**config.mk**
```make
export PLATFORM = sky130hd
export DESIGN_NAME = spss_top
export DESIGN_NICKNAME = d
export VERILOG_FILES = /design/src/spss_pkg.sv /design/src/spss_pin_sel.sv /design/src/spss_ser_clk.sv /design/src/spss_top.sv
export SDC_FILE = /design/constraint.sdc
export NUM_CORES = 1
export LEC_CHECK = 0
export ABC_AREA = 1
export BUFFER_PORTS_ARGS = -buffer_cell sky130_fd_sc_hd__buf_2
export CAP_MARGIN = 10
export CELL_PAD_IN_SITES_DETAIL_PLACEMENT = 1
export CELL_PAD_IN_SITES_GLOBAL_PLACEMENT = 2
export CORE_MARGIN = 2
export CORE_UTILIZATION = 29
export DETAILED_ROUTE_END_ITERATION = 10
export PLACE_DENSITY_LB_ADDON = 0.25
export RECOVER_POWER = 25
export SYNTH_ARGS = -nofsm -noshare
export SYNTH_HDL_FRONTEND = slang
export SYNTH_SLANG_ARGS = --single-unit
```
**constraint.sdc**
```tcl
create_clock -name CLK -period 1.7 [get_ports CLK]
set_clock_uncertainty 0.1 [all_clocks]
set_input_delay 0.34 -clock CLK [delete_from_list [all_inputs] [get_ports CLK]]
set_output_delay 0.34 -clock CLK [all_outputs]
set_load 0.005 [all_outputs]
```
**src/spss_pkg.sv**
```systemverilog
// spss_pkg: shared constants, selection codes and pin config and signal struct types for the status pin block
package spss_pkg;

  // number of status output pins
  localparam int NPINS = 3;

  // register byte offsets on the apb bus
  localparam logic [7:0] OFF_PIN_CFG0 = 8'h00;
  localparam logic [7:0] OFF_PIN_CFG1 = 8'h04;
  localparam logic [7:0] OFF_PIN_CFG2 = 8'h08;
  localparam logic [7:0] OFF_THRESH = 8'h0C;
  localparam logic [7:0] OFF_STATUS = 8'h10;
  localparam logic [7:0] OFF_IRQ_STAT = 8'h14;
  localparam logic [7:0] OFF_IRQ_CLR = 8'h18;
  localparam logic [7:0] OFF_IRQ_EN = 8'h1C;

  // field positions
  localparam int CFG_SEL_LSB = 0;
  localparam int CFG_INV_BIT = 6;
  localparam int THR_PQT_LSB = 8'd0;
  localparam int THR_RSSI_LSB = 8;
  localparam int THR_CCM_LSB = 16;
  localparam int THR_SER_BIT = 24;

  // reset values
  localparam logic [6:0] PIN_CFG_RST = 7'h00;
  localparam logic [7:0] PQT_RST = 8'h00;
  localparam logic [7:0] RSSI_THR_RST = 8'h00;
  localparam logic [1:0] CCM_RST = 2'h0;
  localparam logic [3:0] IRQ_EN_RST = 4'h0;

  // selection codes handled by this block
  localparam logic [5:0] SEL_FRAME = 6'h06;
  localparam logic [5:0] SEL_PKT_OK = 6'h07;
  localparam logic [5:0] SEL_PQ_REACHED = 6'h08;
  localparam logic [5:0] SEL_CLEAR_CH = 6'h09;
  localparam logic [5:0] SEL_PLL_LOCK = 6'h0A;
  localparam logic [5:0] SEL_SER_CLK = 6'h0B;
  localparam logic [5:0] SEL_SYNC_DATA = 6'h0C;
  localparam logic [5:0] SEL_ASYNC_DATA = 6'h0D;
  localparam logic [5:0] SEL_CARRIER = 6'h0E;
  localparam logic [5:0] SEL_CRC_OK = 6'h0F;

  // clear channel mode encodings
  localparam logic [1:0] CCM_ALWAYS = 2'h0;
  localparam logic [1:0] CCM_RSSI = 2'h1;
  localparam logic [1:0] CCM_NOT_RX_PKT = 2'h2;
  localparam logic [1:0] CCM_BOTH = 2'h3;

  // interrupt status bit positions
  localparam int IRQ_SYNC = 0;
  localparam int IRQ_PKT_OK = 1;
  localparam int IRQ_LOCK = 2;
  localparam int IRQ_CARRIER = 3;

  // timing: serial clock period and the derived half period in system clocks
  localparam int CLK_PERIOD_NS = 20;
  localparam int SCLK_PERIOD_NS = 160;
  localparam int SCLK_HALF_CYC = SCLK_PERIOD_NS / (2 * CLK_PERIOD_NS);

  // per pin configuration
  typedef struct packed {
    logic invert;
    logic [5:0] sel;
  } spss_pcfg_s;

  // every selectable internal signal
  typedef struct packed {
    logic frame;
    logic pkt_ok;
    logic pq_reached;
    logic clear_ch;
    logic pll_lock;
    logic ser_clk;
    logic sync_data;
    logic async_data;
    logic carrier;
    logic crc_ok;
  } spss_sig_s;

endpackage

```
**src/spss_pin_sel.sv**
```systemverilog
// spss_pin_sel: per pin signal selection with optional inversion
module spss_pin_sel (
  input wire logic clk, // system clock
  input wire logic srst, // synchronous reset, active high
  input spss_pkg::spss_sig_s sig, // selectable signals
  input spss_pkg::spss_pcfg_s [spss_pkg::NPINS-1:0] cfg, // per pin select and invert
  output logic [spss_pkg::NPINS-1:0] pin // registered pin levels
);

  genvar g;
  generate
    for (g = 0; g < spss_pkg::NPINS; g++) begin : g_pin
      wire logic [5:0] sel_w;
      wire logic raw_w;
      wire logic out_w;
      // unknown codes drive low before inversion
      assign sel_w = cfg[g].sel;
      assign raw_w = (sel_w == spss_pkg::SEL_FRAME) ? sig.frame :
                     (sel_w == spss_pkg::SEL_PKT_OK) ? sig.pkt_ok :
                     (sel_w == spss_pkg::SEL_PQ_REACHED) ? sig.pq_reached :
                     (sel_w == spss_pkg::SEL_CLEAR_CH) ? sig.clear_ch :
                     (sel_w == spss_pkg::SEL_PLL_LOCK) ? sig.pll_lock :
                     (sel_w == spss_pkg::SEL_SER_CLK) ? sig.ser_clk :
                     (sel_w == spss_pkg::SEL_SYNC_DATA) ? sig.sync_data :
                     (sel_w == spss_pkg::SEL_ASYNC_DATA) ? sig.async_data :
                     (sel_w == spss_pkg::SEL_CARRIER) ? sig.carrier :
                     (sel_w == spss_pkg::SEL_CRC_OK) ? sig.crc_ok : 1'b0;
      assign out_w = raw_w ^ cfg[g].invert;
      // one register stage so the pin is glitch free
      always_ff @(posedge clk) begin
        if (srst) begin
          pin[g] <= 1'b0;
        end else begin
          pin[g] <= out_w;
        end
      end
    end
  endgenerate

endmodule // spss_pin_sel

```
**src/spss_ser_clk.sv**
```systemverilog
// spss_ser_clk: serial clock divider, receive data launch and transmit data capture
module spss_ser_clk (
  input wire logic clk, // system clock
  input wire logic srst, // synchronous reset, active high
  input wire logic run, // serial clock enable
  input wire logic rx_mode, // radio in receive
  input wire logic tx_mode, // radio in transmit
  input wire logic rx_bit_in, // next received bit from the demodulator
  input wire logic host_tx_pin, // host transmit data pin, asynchronous
  output logic ser_clk, // serial clock, internal polarity
  output logic rx_data, // synchronous receive data
  output logic rx_bit_take, // pulse: rx_bit_in was consumed
  output logic tx_bit, // captured transmit bit
  output logic tx_bit_stb // pulse: tx_bit is new
);

  localparam logic [2:0] HALF_M1 = 3'(spss_pkg::SCLK_HALF_CYC - 1);

  logic [2:0] cnt_q;
  logic [2:0] cnt_d;
  logic sync1_q;
  logic sync2_q;
  wire logic half_w;
  wire logic rise_w;
  wire logic fall_w;

  // divider: one half period of the serial clock per wrap
  assign half_w = run && (cnt_q == HALF_M1);
  assign rise_w = half_w && !ser_clk;
  assign fall_w = half_w && ser_clk;
  assign cnt_d = (!run || half_w) ? 3'h0 : cnt_q + 3'h1;

  // counter and clock; clock parks low while stopped
  always_ff @(posedge clk) begin
    if (srst) begin
      cnt_q <= 3'h0;
      ser_clk <= 1'b0;
    end else begin
      cnt_q <= cnt_d;
      ser_clk <= run ? (ser_clk ^ half_w) : 1'b0;
    end
  end

  // host pin passes two flops before use
  always_ff @(posedge clk) begin
    if (srst) begin
      sync1_q <= 1'b0;
      sync2_q <= 1'b0;
    end else begin
      sync1_q <= host_tx_pin;
      sync2_q <= sync1_q;
    end
  end

  // receive data changes on falling edge
  always_ff @(posedge clk) begin
    if (srst) begin
      rx_data <= 1'b0;
      rx_bit_take <= 1'b0;
    end else begin
      rx_bit_take <= fall_w && rx_mode;
      if (fall_w && rx_mode) begin
        rx_data <= rx_bit_in;
      end
    end
  end

  // transmit data sampled on rising edge
  always_ff @(posedge clk) begin
    if (srst) begin
      tx_bit <= 1'b0;
      tx_bit_stb <= 1'b0;
    end else begin
      tx_bit_stb <= rise_w && tx_mode;
      if (rise_w && tx_mode) begin
        tx_bit <= sync2_q;
      end
    end
  end

endmodule // spss_ser_clk

```
**src/spss_top.sv**
```systemverilog
// spss_top: status pin signal generation, selection and apb register file
//
// Implementation choices: the APB interface to the registers and the register offsets.
module spss_top (
  input wire logic CLK, // system clock, 50 MHz
  input wire logic SRST, // synchronous reset, active high
  input wire logic PSEL, // apb select
  input wire logic PENABLE, // apb enable
  input wire logic PWRITE, // apb direction
  input wire logic [7:0] PADDR, // apb byte address
  input wire logic [31:0] PWDATA, // apb write data
  output logic [31:0] PRDATA, // apb read data
  output logic PREADY, // apb ready
  output logic PSLVERR, // apb error on unmapped address
  input wire logic SYNC_FOUND, // pulse: sync word sent or received
  input wire logic PKT_END, // pulse: packet finished
  input wire logic ADDR_REJECT, // pulse: address filter rejected packet
  input wire logic RXBUF_OVF, // pulse: receive buffer overflow
  input wire logic TXBUF_UNF, // pulse: transmit buffer underflow
  input wire logic CRC_DONE, // pulse: checksum compared
  input wire logic CRC_MATCH, // comparison result, valid with CRC_DONE
  input wire logic RX_FIRST_READ, // pulse: host read first receive byte
  input wire logic RX_ENTER, // pulse: receive entered or restarted
  input wire logic RX_MODE, // level: radio receiving
  input wire logic TX_MODE, // level: radio transmitting
  input wire logic [7:0] PREAMBLE_QUALITY_INDICATOR, // measured preamble quality
  input wire logic [7:0] RSSI, // received signal strength
  input wire logic PLL_LOCK, // lock detector, asynchronous
  input wire logic RX_SER_BIT, // next demodulated bit, synchronous mode
  input wire logic RX_ASYNC_BIT, // raw demodulated data, asynchronous mode
  input wire logic HOST_TX_DATA, // host transmit data pin, asynchronous
  output logic [2:0] STATUS_OUTPUT_PIN, // status output pins
  output logic RX_BIT_TAKE, // pulse: RX_SER_BIT consumed
  output logic TX_BIT, // captured host transmit bit
  output logic TX_BIT_STB, // pulse: TX_BIT updated
  output logic IRQ // level interrupt
);

  // configuration registers
  spss_pkg::spss_pcfg_s [spss_pkg::NPINS-1:0] pcfg_q;
  logic [7:0] preamble_quality_threshold_q;
  logic [7:0] rssi_thr_q;
  logic [1:0] clear_channel_mode_select_q;
  logic ser_run_q;
  logic [3:0] irq_stat_q;
  logic [3:0] irq_stat_d;
  logic [3:0] irq_en_q;

  // internal signal state
  logic frame_q;
  logic frame_d;
  logic pkt_ok_q;
  logic pkt_ok_d;
  logic crc_ok_q;
  logic crc_ok_d;
  logic pq_q;
  logic clear_q;
  logic carrier_q;
  logic lock_s1_q;
  logic lock_s2_q;
  logic lock_prev_q;
  logic carrier_prev_q;
  logic async_q;

  // bus response state
  logic pready_q;
  logic [31:0] prdata_q;
  logic pslverr_q;

  wire logic ser_clk_w;
  wire logic rx_data_w;
  spss_pkg::spss_sig_s sig_w;

  // apb decode; access takes one wait cycle so all outputs come from flops
  wire logic acc_w;
  wire logic commit_w;
  wire logic wr_w;
  wire logic hit_cfg0_w;
  wire logic hit_cfg1_w;
  wire logic hit_cfg2_w;
  wire logic hit_thr_w;
  wire logic hit_stat_w;
  wire logic hit_istat_w;
  wire logic hit_iclr_w;
  wire logic hit_ien_w;
  wire logic mapped_w;
  wire logic [31:0] rdata_w;
  wire logic [3:0] clr_w;

  assign acc_w = PSEL && PENABLE;
  assign commit_w = acc_w && pready_q;
  assign wr_w = commit_w && PWRITE;
  assign hit_cfg0_w = (PADDR == spss_pkg::OFF_PIN_CFG0);
  assign hit_cfg1_w = (PADDR == spss_pkg::OFF_PIN_CFG1);
  assign hit_cfg2_w = (PADDR == spss_pkg::OFF_PIN_CFG2);
  assign hit_thr_w = (PADDR == spss_pkg::OFF_THRESH);
  assign hit_stat_w = (PADDR == spss_pkg::OFF_STATUS);
  assign hit_istat_w = (PADDR == spss_pkg::OFF_IRQ_STAT);
  assign hit_iclr_w = (PADDR == spss_pkg::OFF_IRQ_CLR);
  assign hit_ien_w = (PADDR == spss_pkg::OFF_IRQ_EN);
  assign mapped_w = hit_cfg0_w || hit_cfg1_w || hit_cfg2_w || hit_thr_w ||
                    hit_stat_w || hit_istat_w || hit_iclr_w || hit_ien_w;

  // read mux; clear register reads as zero, reserved bits read zero
  assign rdata_w = hit_cfg0_w ? {25'h0, pcfg_q[0]} :
                   hit_cfg1_w ? {25'h0, pcfg_q[1]} :
                   hit_cfg2_w ? {25'h0, pcfg_q[2]} :
                   hit_thr_w ? {7'h0, ser_run_q, 6'h0, clear_channel_mode_select_q,
                                rssi_thr_q, preamble_quality_threshold_q} :
                   hit_stat_w ? {22'h0, sig_w} :
                   hit_istat_w ? {28'h0, irq_stat_q} :
                   hit_ien_w ? {28'h0, irq_en_q} : 32'h0;

  // bus answer: ready high in the second access cycle, for one cycle
  always_ff @(posedge CLK) begin
    if (SRST) begin
      pready_q <= 1'b0;
      prdata_q <= 32'h0;
      pslverr_q <= 1'b0;
    end else begin
      pready_q <= acc_w && !pready_q;
      prdata_q <= (acc_w && !pready_q && !PWRITE) ? rdata_w : prdata_q;
      pslverr_q <= acc_w && !pready_q && !mapped_w;
    end
  end

  // pin configuration writes take effect only at the committing edge
  always_ff @(posedge CLK) begin
    if (SRST) begin
      pcfg_q <= {spss_pkg::NPINS{spss_pkg::PIN_CFG_RST}};
    end else if (wr_w) begin
      if (hit_cfg0_w) begin
        pcfg_q[0] <= PWDATA[spss_pkg::CFG_INV_BIT:spss_pkg::CFG_SEL_LSB];
      end else if (hit_cfg1_w) begin
        pcfg_q[1] <= PWDATA[spss_pkg::CFG_INV_BIT:spss_pkg::CFG_SEL_LSB];
      end else if (hit_cfg2_w) begin
        pcfg_q[2] <= PWDATA[spss_pkg::CFG_INV_BIT:spss_pkg::CFG_SEL_LSB];
      end
    end
  end

  // thresholds, clear channel mode and serial clock enable
  always_ff @(posedge CLK) begin
    if (SRST) begin
      preamble_quality_threshold_q <= spss_pkg::PQT_RST;
      rssi_thr_q <= spss_pkg::RSSI_THR_RST;
      clear_channel_mode_select_q <= spss_pkg::CCM_RST;
      ser_run_q <= 1'b0;
    end else if (wr_w && hit_thr_w) begin
      preamble_quality_threshold_q <= PWDATA[spss_pkg::THR_PQT_LSB +: 8];
      rssi_thr_q <= PWDATA[spss_pkg::THR_RSSI_LSB +: 8];
      clear_channel_mode_select_q <= PWDATA[spss_pkg::THR_CCM_LSB +: 2];
      ser_run_q <= PWDATA[spss_pkg::THR_SER_BIT];
    end
  end

  // frame flag set on sync, set beats any clear
  // receive reject or overflow ends it early
  assign frame_d = SYNC_FOUND ? 1'b1 :
                   (PKT_END || (RX_MODE && (ADDR_REJECT || RXBUF_OVF)) ||
                    (TX_MODE && TXBUF_UNF)) ? 1'b0 : frame_q;

  // good packet flag, set beats the read clear
  assign pkt_ok_d = (CRC_DONE && CRC_MATCH) ? 1'b1 :
                    RX_FIRST_READ ? 1'b0 : pkt_ok_q;

  // last comparison result, cleared by receive entry unless a match lands
  assign crc_ok_d = (CRC_DONE && CRC_MATCH) ? 1'b1 :
                    (CRC_DONE || RX_ENTER) ? 1'b0 : crc_ok_q;

  // framing and checksum flags
  always_ff @(posedge CLK) begin
    if (SRST) begin
      frame_q <= 1'b0;
      pkt_ok_q <= 1'b0;
      crc_ok_q <= 1'b0;
    end else begin
      frame_q <= frame_d;
      pkt_ok_q <= pkt_ok_d;
      crc_ok_q <= crc_ok_d;
    end
  end

  // threshold comparisons; registered so a comparator glitch never hits a pin
  wire logic rssi_low_w;
  wire logic rx_pkt_w;
  wire logic clear_w;
  assign rssi_low_w = (RSSI < rssi_thr_q);
  assign rx_pkt_w = RX_MODE && frame_q;
  assign clear_w = (clear_channel_mode_select_q == spss_pkg::CCM_ALWAYS) ? 1'b1 :
                   (clear_channel_mode_select_q == spss_pkg::CCM_RSSI) ? rssi_low_w :
                   (clear_channel_mode_select_q == spss_pkg::CCM_NOT_RX_PKT) ? !rx_pkt_w :
                   (rssi_low_w && !rx_pkt_w);

  // level indicators
  always_ff @(posedge CLK) begin
    if (SRST) begin
      pq_q <= 1'b0;
      clear_q <= 1'b0;
      carrier_q <= 1'b0;
      async_q <= 1'b0;
    end else begin
      pq_q <= (PREAMBLE_QUALITY_INDICATOR > preamble_quality_threshold_q);
      clear_q <= clear_w;
      carrier_q <= (RSSI > rssi_thr_q);
      async_q <= RX_ASYNC_BIT;
    end
  end

  // lock detector comes from another domain: two flops, then edge history
  always_ff @(posedge CLK) begin
    if (SRST) begin
      lock_s1_q <= 1'b0;
      lock_s2_q <= 1'b0;
      lock_prev_q <= 1'b0;
      carrier_prev_q <= 1'b0;
    end else begin
      lock_s1_q <= PLL_LOCK;
      lock_s2_q <= lock_s1_q;
      lock_prev_q <= lock_s2_q;
      carrier_prev_q <= carrier_q;
    end
  end

  // serial clock generation and data timing
  spss_ser_clk u_ser (
    .clk(CLK),
    .srst(SRST),
    .run(ser_run_q),
    .rx_mode(RX_MODE),
    .tx_mode(TX_MODE),
    .rx_bit_in(RX_SER_BIT),
    .host_tx_pin(HOST_TX_DATA),
    .ser_clk(ser_clk_w),
    .rx_data(rx_data_w),
    .rx_bit_take(RX_BIT_TAKE),
    .tx_bit(TX_BIT),
    .tx_bit_stb(TX_BIT_STB)
  );

  // gather selectable signals
  assign sig_w.frame = frame_q;
  assign sig_w.pkt_ok = pkt_ok_q;
  assign sig_w.pq_reached = pq_q;
  assign sig_w.clear_ch = clear_q;
  assign sig_w.pll_lock = lock_s2_q;
  assign sig_w.ser_clk = ser_clk_w;
  assign sig_w.sync_data = rx_data_w;
  assign sig_w.async_data = async_q;
  assign sig_w.carrier = carrier_q;
  assign sig_w.crc_ok = crc_ok_q;

  // per pin selection and inversion
  spss_pin_sel u_sel (
    .clk(CLK),
    .srst(SRST),
    .sig(sig_w),
    .cfg(pcfg_q),
    .pin(STATUS_OUTPUT_PIN)
  );

  // sticky interrupt events; a new event beats a clear in the same cycle
  wire logic [3:0] ev_w;
  assign ev_w[spss_pkg::IRQ_SYNC] = SYNC_FOUND;
  assign ev_w[spss_pkg::IRQ_PKT_OK] = CRC_DONE && CRC_MATCH;
  // lock taken from its rising edge
  assign ev_w[spss_pkg::IRQ_LOCK] = lock_s2_q && !lock_prev_q;
  assign ev_w[spss_pkg::IRQ_CARRIER] = carrier_q && !carrier_prev_q;
  assign clr_w = (wr_w && hit_iclr_w) ? PWDATA[3:0] : 4'h0;
  assign irq_stat_d = (irq_stat_q & ~clr_w) | ev_w;

  // interrupt status, enable and output
  always_ff @(posedge CLK) begin
    if (SRST) begin
      irq_stat_q <= 4'h0;
      irq_en_q <= spss_pkg::IRQ_EN_RST;
      IRQ <= 1'b0;
    end else begin
      irq_stat_q <= irq_stat_d;
      irq_en_q <= (wr_w && hit_ien_w) ? PWDATA[3:0] : irq_en_q;
      IRQ <= |(irq_stat_d & ((wr_w && hit_ien_w) ? PWDATA[3:0] : irq_en_q));
    end
  end

  // bus outputs straight from their flops
  assign PRDATA = prdata_q;
  assign PREADY = pready_q;
  assign PSLVERR = pslverr_q;

endmodule // spss_top

```
==> out/results.txt, run 1 <==
Worst setup endpoint: pcfg_q[14]$_SDFFE_PP0P_
CTS tree: done
vias in the first global route: 4893
total core area: 15900 um2
clock sinks: 94
largest net degree at the start of global routing: 34
CTS Buf Count: 9
clock transition at the registers of the reported paths: 0.07 ns
final net count: 863
io pins: 117
reg2reg path depth: 8
Post-DP HPWL: 12900 um
Die X: 132 um
Final Max Tran Viols: 0
count of cell types in the netlist: 35
setup violators final: 0
CP Launch Type: flop
commonest non-fill, non-tap cell in the layout: nand2_1
Hold Vio Cnt, Final: 0
Wirelength per Cell: 16.1 um
initial antenna violation count: 0
Fmax: 634 MHz
Detailed Route WL: 15900 um
minimum clock period: 1.58 ns
placed cells: 972
max-cap viol count: 0
highest net fanout along the worst path: 14
unrepaired setup endpoints after global routing: no
Clock Path Buffers: 2
Yosys warning count: 0
worst endpoint required time: 1.89 ns
initial core utilization: 0.297
initial DRC count: 203
later-pin clock latency in the skew report: 0.36 ns
critical path startpoint: PREADY$_SDFF_PP0_
Worst R2R Start: PREADY$_SDFF_PP0_
leakage: 0.00265 uW
Via-to-Cell Ratio: 4.68
Ant. Diodes: 0
Critical Path AT: 1.77 ns
DRT Pass-1 Iters: 4
root buffer cell: clkbuf_16
die footprint: 17300 um2
Hold Path Origin: HOST_TX_DATA
first-pass GRT wire length: 26000 um
row count: 46
Worst IR Drop VDD: 0.443 mV
Post-route DRC: 0
Die Height: 132 um
Post-CTS Setup Repair Bufs: 0
Power Dens Cells: 842 nW/um2
critical path type: reg2reg
total grt overflow: 0
synthesized area: 4720 um2
Vias: 4624
Final Cycle Share: 0.928
share of layout cells above drive strength 1: 0.236
most frequent cells in the layout: nand2_1 (119), dfxtp_1 (94), buf_2 (81)
crit end category: flop
H-tree levels: 3
GP Congestion: 0.875
reg2reg setup slack: 0.12 ns
R2R Path End: pcfg_q[14]$_SDFFE_PP0P_
Mean Syn Cell Area: 7.28 um2
pre-CTS setup slack: -0.129 ns
Yosys reg bits: 94
gr usage total: 0.192
Syn-to-layout area delta: 26.8%
Setup WS post-layout: 0.122 ns
sequential share of the synthesized area: 0.399
status: complete, no violations
remaining antenna violation count: 0
Worst Hold Class: in2reg
cell count after synthesis: 648
Finished Layout Cells: 988
PortBufs: 90
stage by stage:
step | setup TNS, ns | util | cell area [um2] | hold slack, ns | total power (uW)
6_report | 0 | 0.376 | 5980 | 0.0866 | 5040
5_1_grt | 0 | 0.376 | 5980 | 0.0966 | 5210
4_1_cts | 0 | 0.376 | 5980 | 0.0804 | 5090
3_5_place_dp | -1.57 | 0.354 | 5630 | 0.296 | 2690
3_3_place_gp | -0.406 | 0.354 | 5630 | 0.294 | 2680
2_1_floorplan | 0 | - | 4760 | 0.288 | 2500
registers in the layout (all words and copies together) (netlist names), 2 cells and up:
name / cells
irq_stat_q: 4
rssi_thr_q: 8
PRDATA: 19
pcfg_q: 21
u_sel.pin: 3
irq_en_q: 4
u_ser.cnt_q: 3
preamble_quality_threshold_q: 8
clear_channel_mode_select_q: 2
synth_stat cells, drive strengths merged:
| cell type | number | area share |
|---|---|---|
| nor3 | 4 | 0.0066 |
| a221oi | 1 | 0.0019 |
| ha | 20 | 0.053 |
| o22ai | 1 | 0.0013 |
| a211oi | 1 | 0.0016 |
| o211ai | 5 | 0.0080 |
| o21ai | 61 | 0.065 |
| nand4 | 3 | 0.0040 |
| buf | 21 | 0.036 |
| a21oi | 84 | 0.098 |
| nand3 | 50 | 0.058 |
| or2 | 3 | 0.0040 |
| nor2 | 76 | 0.077 |
| inv | 79 | 0.063 |
| o31ai | 1 | 0.0016 |
| o21bai | 1 | 0.0016 |
| o2111ai | 1 | 0.0019 |
| nand2 | 126 | 0.11 |
| conb | 1 | 0.00079 |
| clkbuf | 14 | 0.011 |
| dfxtp | 94 | 0.40 |
| nor4 | 1 | 0.0013 |
per-layer routing:
layer / share of wire / track usage / vias to the layer above
li1: - / - / 2326
met1: 0.46 / 0.242 / 2181
met2: 0.48 / 0.329 / 95
met3: 0.040 / 0.0305 / 22
met4: 0.020 / 0.0713 / 0
met5: 0 / 0 / -
worst min-delay path by stage:
stage	endpoint	cells after the start
2_1_floorplan	lock_s2_q$_SDFF_PP0_	2
3_3_place_gp	u_ser.sync2_q$_SDFF_PP0_	2
3_5_place_dp	lock_s2_q$_SDFF_PP0_	2
4_1_cts	u_ser.sync1_q$_SDFF_PP0_	3
5_1_grt	lock_s1_q$_SDFF_PP0_	3
6_report	u_ser.sync1_q$_SDFF_PP0_	3
where the power goes:
part           total (uW)  leakage (uW)  switching, uW  internal [uW]
Combinational         395       0.00172            242            154
Clock                2400      0.000165            941           1450
Sequential           2250      0.000761           19.5           2230
timing repair:
action,CTS,global route
setup endpoints to repair,0,2
gates resized for setup,0,4
hold endpoints to repair,0,0
hold buffers,0,0
layout make-up:
| type | instances | area, um2 |
|---|---|---|
| Clock inverter | 6 | 118 |
| Timing Repair Buffer | 131 | 806 |
| Inverter | 79 | 297 |
| Tap cell | 216 | 270 |
| Fill cell | 2043 | 9900 |
| Multi-Input combinational cell | 452 | 2380 |
| Sequential cell | 94 | 1880 |
| Clock buffer | 10 | 229 |
worst max-delay path: stages, from the launching register on:
cell,delay (ns)
dfxtp_1,0.34
nand2_1,0.12
inv_1,0.08
nand2_1,0.11
buf_4,0.18
nor3_4,0.21
buf_12,0.16
o21ai_0,0.09
a21oi_1,0.12
logic make-up (layout without fill, tap and decap cells):
logic type / after synthesis / in the layout / synth area share
simple gates: 263 / 263 / 0.257
compound gates: 156 / 156 / 0.180
buf+inv: 114 / 226 / 0.110
flops: 94 / 94 / 0.399
fa+ha+maj: 20 / 20 / 0.0531
other cells: 1 / 13 / 0.000795
Power figures use the tool's default switching activity.
==> inputs of run 2 (changes only) <==
--- a/config.mk
+++ b/config.mk
@@ -15,6 +15,7 @@
 export DETAILED_ROUTE_END_ITERATION = 10
 export PLACE_DENSITY_LB_ADDON = 0.25
 export RECOVER_POWER = 25
+export REMOVE_ABC_BUFFERS = 1
 export SYNTH_ARGS = -nofsm -noshare
 export SYNTH_HDL_FRONTEND = slang
 export SYNTH_SLANG_ARGS = --single-unit
==> run 2 against run 1 <==
  * Highest routed layer unchanged
  * Routed wire length shrank 3.3%
  * Combinational power shrank 1%
  * Largest cell class unchanged
  * Core utilization shrank 0.36 points
  * Critical endpoint is now IRQ$_SDFF_PP0_
==> out/results.txt, run 2 (synthesized netlist as in run 1, its figures left out) <==
status: complete, no violations
Clock Path Buffers: 2 (unchanged)
gr usage total: 0.184 (-0.00816)
Worst IR Drop VDD: 0.452 mV (+2.0%)
TNS Setup: 0 ns (unchanged)
CP Launch Type: flop
area occupied by multi-input gates: 2370 um2 (-0.47%)
met2 usage: 0.315 (-0.0143)
remaining antenna violation count: 0 (unchanged)
Worst Max-Slew Pin Slew: 0.971 ns
clock transition at the registers of the reported paths: 0.07 ns (about the same)
root buffer cell: clkbuf_16
hold_buf cts: 0 (unchanged)
headroom to the max-slew limit: 0.353
max-cap viol count: 0 (unchanged)
Logic pwr share: 0.081 (+0.003)
DRT Pass-1 Iters: 4 (unchanged)
highest net fanout along the worst path: 4 (-10)
leakage: 0.00261 uW (-1.4%)
final net count: 857 (-0.70%)
unrepaired setup endpoints after global routing: no
initial DRC count: 181 (-11%)
GP Congestion: 0.875 (unchanged)
Critical Path AT: 1.64 ns (-0.13 ns)
Placed Area: 5610 um2 (-0.36%)
critical path, cell by cell: nand2_1 > inv_1 > nand2_1 > nor2_1 > buf_4 > nand3_1 > nand2_1 > nand2_1 > nand2_1 > nand2_1 > nor2_1 > nor2_1
Wirelength per Cell: 15.7 um (-2.7%)
Die X: 132 um (unchanged)
Vias: 4580 (-0.95%)
die footprint: 17300 um2 (unchanged)
worst-case hold slack: 0.0966 ns (+0.0100 ns)
worst endpoint required time: 1.83 ns (-0.06 ns)
Final Cycle Share: 0.887 (-0.0411)
Largest Register: pcfg_q
total core area: 15900 um2 (unchanged)
GR Util met3: 0.0278 (-0.00270)
vias in the first global route: 4894 (+0.020%)
H-tree levels: 3 (unchanged)
Worst Hold Class: in2reg
max FFs per register: 21 (unchanged)
io pins: 117 (unchanged)
later-pin clock latency in the skew report: 0.35 ns (about the same)
Fmax: 663 MHz (+4.6%)
setup violators final: 0 (unchanged)
switching portion of total power: 0.241 (+0.00199)
critical path type: reg2reg
Ant. Diodes: 0 (unchanged)
met1 GRT Util: 0.234 (-0.00811)
Detailed Route WL: 15400 um (-3.3%)
total grt overflow: 0 (unchanged)
share of layout cells above drive strength 1: 0.231 (-0.00468)
Via-to-Cell Ratio: 4.66 (-0.35%)
Worst path most repeated cell: nand2_1
commonest non-fill, non-tap cell in the layout: nand2_1
CTS Buf Count: 9 (unchanged)
Clock Power Share: 0.452 (-0.024)
largest net degree at the start of global routing: 33 (-2.9%)
Syn-to-layout area delta: 25.6%
Post-route DRC: 0 (unchanged)
Storage cell area: 1880 um2 (unchanged)
crit end category: flop
Die Height: 132 um (unchanged)
Critical Path Slowest Stage Cell: dfxtp_1
Final Max Tran Viols: 0 (unchanged)
Seq pwr share: 0.467 (+0.021)
GRT busiest layer: met2
CTS tree: done
Post-CTS Setup Repair Bufs: 0 (unchanged)
minimum clock period: 1.51 ns (-0.0699 ns)
Finished Layout Cells: 982 (-0.61%)
Power Dens Cells: 811 nW/um2 (-3.7%)
P_sw: 1160 uW (-3.8%)
critical path's largest stage delay: 0.34 ns (about the same)
Post-DP HPWL: 12200 um (-5.1%)
Int Pwr: 3650 uW (-4.8%)
initial core utilization: 0.297 (unchanged)
first-pass GRT wire length: 25200 um (-2.9%)
reg2reg path depth: 12 (+4)
placed cells: 966 (-0.62%)
initial antenna violation count: 0 (unchanged)
Hold Path Depth: 3 (unchanged)
most frequent cells in the layout: nand2_1 (119), dfxtp_1 (94), buf_2 (82)
Hold Vio Cnt, Final: 0 (unchanged)
Finished Core Util: 0.373 (-0.00362)
cell area after layout: 5920 um2 (-0.96%)
row count: 46 (unchanged)
PortBufs: 90 (unchanged)
final-layout fill cell count: 2006 (-1.8%)
clock sinks: 94 (unchanged)
run 2: cell types whose count changed in the layout (fill, tap and decap cells not counted), sizes merged:
| cell | before | now |
|---|---|---|
| buf | 121 | 117 |
| bufinv | 3 | 1 |
| clkinv | 0 | 2 |
| clkinvlp | 1 | 0 |
| inv | 81 | 80 |
run 2: what timing repair did:
item | in CTS | in global routing
gates resized for setup | 0 | 2
endpoints found under the hold margin | 0 | 0
endpoints found under the setup margin | 0 | 2
run 2: power groups by stage:
stage          Clock (uW)  Sequential [uW]  Combinational [uW]
2_1_floorplan           0             2290                 172
3_3_place_gp            0             2300                 386
3_5_place_dp            0             2300                 396
4_1_cts              2250             2250                 397
5_1_grt              2330             2250                 441
6_report             2170             2250                 390
run 2: path summary, 6_finish.rpt:
kind / from / to / slack [ns]
min: RX_ASYNC_BIT / async_q$_SDFF_PP0_ / 0.1
max reg2reg: PREADY$_SDFF_PP0_ / IRQ$_SDFF_PP0_ / 0.19
max: PREADY$_SDFF_PP0_ / IRQ$_SDFF_PP0_ / 0.19
min reg2reg: u_ser.sync1_q$_SDFF_PP0_ / u_ser.sync2_q$_SDFF_PP0_ / 0.31
run 2: worst max-delay path: cells and delay by family (launching register included):
family / cells / cell delay (ns)
simple gates: 10 / 0.74
flops: 1 / 0.34
buf+inv: 2 / 0.21
run 2: layer usage:
layer / routed length (um) / share of wire / vias to the layer above
met5: 0 / 0 / -
met4: 287 / 0.019 / 0
met3: 650 / 0.042 / 17
met2: 7200 / 0.47 / 110
met1: 7230 / 0.47 / 2142
li1: - / - / 2311
run 2: cell type report:
type                       instances  area share
clock buffer                      12      0.0450
tap                              216      0.0456
sequential                        94       0.318
inverter                          79      0.0501
multi-input combinational        452       0.400
clock inverter                     4     0.00887
timing repair buffer             125       0.133
run 2: metrics by stage:
step                power [uW]  setup slack, ns
finish                    4810            0.192
global route              5020           0.0160
CTS                       4890           0.0951
detailed placement        2690           -0.115
global placement          2680          -0.0671
floorplan                 2460         0.000213
==> inputs of run 3 (changes only) <==
--- a/config.mk
+++ b/config.mk
@@ -5,13 +5,13 @@
 export SDC_FILE = /design/constraint.sdc
 export NUM_CORES = 1
 export LEC_CHECK = 0
-export ABC_AREA = 1
+export ABC_AREA = 0
 export BUFFER_PORTS_ARGS = -buffer_cell sky130_fd_sc_hd__buf_2
 export CAP_MARGIN = 10
 export CELL_PAD_IN_SITES_DETAIL_PLACEMENT = 1
 export CELL_PAD_IN_SITES_GLOBAL_PLACEMENT = 2
 export CORE_MARGIN = 2
-export CORE_UTILIZATION = 29
+export CORE_UTILIZATION = 31
 export DETAILED_ROUTE_END_ITERATION = 10
 export PLACE_DENSITY_LB_ADDON = 0.25
 export RECOVER_POWER = 25
==> run 3 against run 2 <==
  * The flow now finishes with violations (negative setup slack)
  * Core utilization is 6.5 points higher
  * Critical path depth decreased by 7
  * Hold slack got worse by 0.0020 ns
  * Largest cell class unchanged
  * Largest power group unchanged
==> out/results.txt, run 3 <==
initial core utilization: 0.317 (+0.0204)
clock transition at the registers of the reported paths: 0.07 ns (about the same)
Mean Syn Cell Area: 8.49 um2 (+17%)
Die X: 126 um (-4.1%)
headroom to the max-slew limit: 0.451 (+0.0987)
setup violators final: 3 (+3)
first-pass GRT wire length: 25500 um (+1.3%)
Final Cycle Share: 1.08 (+0.190)
clock sinks: 94 (unchanged)
Clock Path Buffers: 2 (unchanged)
max FFs per register: 21 (unchanged)
CP bufs+invs: 0 (-2)
ranking of synthesized cells by area: dfxtp_1 (41%), nand2_1 (8.4%), ha_1 (5.4%)
row count: 44 (-4.3%)
gr usage total: 0.205 (+0.0217)
io pins: 117 (unchanged)
minimum clock period: 1.83 ns (+0.324 ns)
Final Max Tran Viols: 0 (unchanged)
async set-reset flop share out of synthesis: 0 (unchanged)
Via-to-Cell Ratio: 5.08 (+8.9%)
initial DRC count: 252 (+39%)
Detailed Route WL: 16300 um (+5.8%)
unrepaired setup endpoints after global routing: yes
max-cap viol count: 0 (unchanged)
largest net degree at the start of global routing: 37 (+12%)
Worst Max-Slew Pin Slew: 0.823 ns (-0.148 ns)
commonest non-fill, non-tap cell in the layout: nand2_1
cell taking the most area after synthesis: dfxtp_1
count of cell types in the netlist: 55 (+57%)
violated checks: negative setup slack
total grt overflow: 0 (unchanged)
Vias: 4541 (-0.85%)
worst endpoint required time: 1.84 ns (about the same)
Largest Register: pcfg_q
CTS Buf Count: 9 (unchanged)
cell area after layout: 6380 um2 (+7.8%)
Wirelength per Cell: 18.2 um (+16%)
Syn-to-layout area delta: 37.9%
root buffer cell: clkbuf_16
Fmax: 546 MHz (-18%)
share of layout cells above drive strength 1: 0.330 (+0.0985)
initial antenna violation count: 1 (+1)
Worst IR Drop VDD: 0.510 mV (+13%)
CP Launch Type: flop
CP top delay family: multiplexers
sequential share of the synthesized area: 0.406 (+0.00755)
hold_buf cts: 0 (unchanged)
PortBufs: 90 (unchanged)
synth cell count leaders: nand2_1 (103), dfxtp_1 (94), a21oi_1 (49), inv_1 (29), nor2_1 (26)
Post-route DRC: 0 (unchanged)
critical path, cell by cell: mux4_2 > o21a_1 > a32oi_2 > nor4_2 > mux2_1
Yosys reg bits: 94 (unchanged)
Placed Area: 5820 um2 (+3.8%)
Yosys warning count: 0 (unchanged)
top cell type's share of synthesized area: 0.406 (+0.00755)
worst-case hold slack: 0.0947 ns (-0.00197 ns)
H-tree levels: 3 (unchanged)
Power Dens Cells: 773 nW/um2 (-4.8%)
final net count: 801 (-6.5%)
final-layout fill cell count: 1746 (-13%)
Hold Vio Cnt, Final: 0 (unchanged)
vias in the first global route: 4866 (-0.57%)
EDFF count, synth: 0 (unchanged)
GP Congestion: 0.886 (+1.3%)
critical path's largest stage delay: 0.49 ns (+0.15 ns)
area occupied by multi-input gates: 2630 um2 (+11%)
most frequent cell after synthesis: nand2_1
Critical Path Slowest Stage Cell: mux4_2
highest net fanout along the worst path: 2 (-2)
Finished Core Util: 0.438 (+0.0648)
Storage cell area: 1890 um2 (+0.67%)
Post-DP HPWL: 12400 um (+1.5%)
Critical Path AT: 1.97 ns (+0.33 ns)
CTS tree: done
die footprint: 15900 um2 (-7.9%)
total core area: 14600 um2 (-8.2%)
synthesized area: 4630 um2 (-1.9%)
later-pin clock latency in the skew report: 0.35 ns (about the same)
Worst Hold Class: in2reg
leakage: 0.00276 uW (+5.6%)
Die Height: 126 um (-4.1%)
remaining antenna violation count: 0 (unchanged)
crit end category: flop
most frequent cells in the layout: nand2_1 (103), dfxtp_1 (84), buf_2 (83)
Ant. Diodes: 0 (unchanged)
DRT Pass-1 Iters: 4 (unchanged)
cell count after synthesis: 545 (-16%)
Most used DFF post-synth: dfxtp_1
status: finished with violations
critical path type: reg2reg
Setup WS post-layout: -0.132 ns (-0.324 ns)
run 3: final timing paths:
kind / cells after the start / from / slack (ns) / end
hold reg to reg: 1 / u_ser.cnt_q[0]$_SDFF_PP0_ / 0.34 / u_ser.cnt_q[0]$_SDFF_PP0_
setup / recovery: 5 / pcfg_q[2]$_SDFFE_PP0P_ / -0.13 / u_sel.pin[0]$_SDFF_PP0_
hold / removal: 2 / RX_ASYNC_BIT / 0.09 / async_q$_SDFF_PP0_
setup reg to reg: 5 / pcfg_q[2]$_SDFFE_PP0P_ / -0.13 / u_sel.pin[0]$_SDFF_PP0_
run 3: cells by family after synthesis:
family / after synthesis / share of synthesized area
xor+xnor: 1 / 0.00189
other cells: 1 / 0.000810
simple gates: 202 / 0.214
fa+ha+maj: 20 / 0.0541
buf+inv: 69 / 0.0703
compound gates: 134 / 0.187
mux: 24 / 0.0659
flops: 94 / 0.406
run 3: stage by stage:
stage | total power (uW) | cells | setup TNS (ns) | setup slack, ns
global placement | 2750 | 872 | -16.50 | -0.368
floorplan | 2440 | 517 | -6.92 | -0.357
CTS | 4970 | 889 | -0.281 | -0.145
detailed placement | 2770 | 872 | -18.07 | -0.405
global route | 5120 | 894 | -0.788 | -0.206
finish | 4930 | 894 | -0.294 | -0.132
run 3: layer usage:
layer,global-route usage,share of wire
met5,0,0.00080
met4,0.0730,0.018
met3,0.0472,0.050
met2,0.346,0.48
met1,0.258,0.45
run 3: layout make-up:
cell class	count	share of cell area
repair buffers	177	0.189
inverters	29	0.0170
clock inverters	6	0.0135
clock buffers	10	0.0359
flip-flops and latches	94	0.297
well taps	184	0.0361
multi-input cells	394	0.412
run 3: power breakdown:
| group | leakage [uW] | switching [uW] | total [uW] | internal, uW |
|---|---|---|---|---|
| combinational | 0.00184 | 267 | 497 | 231 |
| clock | 0.000152 | 901 | 2190 | 1290 |
| sequential | 0.000766 | 20.0 | 2250 | 2230 |
run 3: timing repair:
action | 4_1_cts | 5_1_grt
pin swaps | 9 | 13
resized for setup | 22 | 32
hold endpoints to repair | 0 | 0
setup buffers | 1 | 5
setup endpoints to repair | 27 | 47
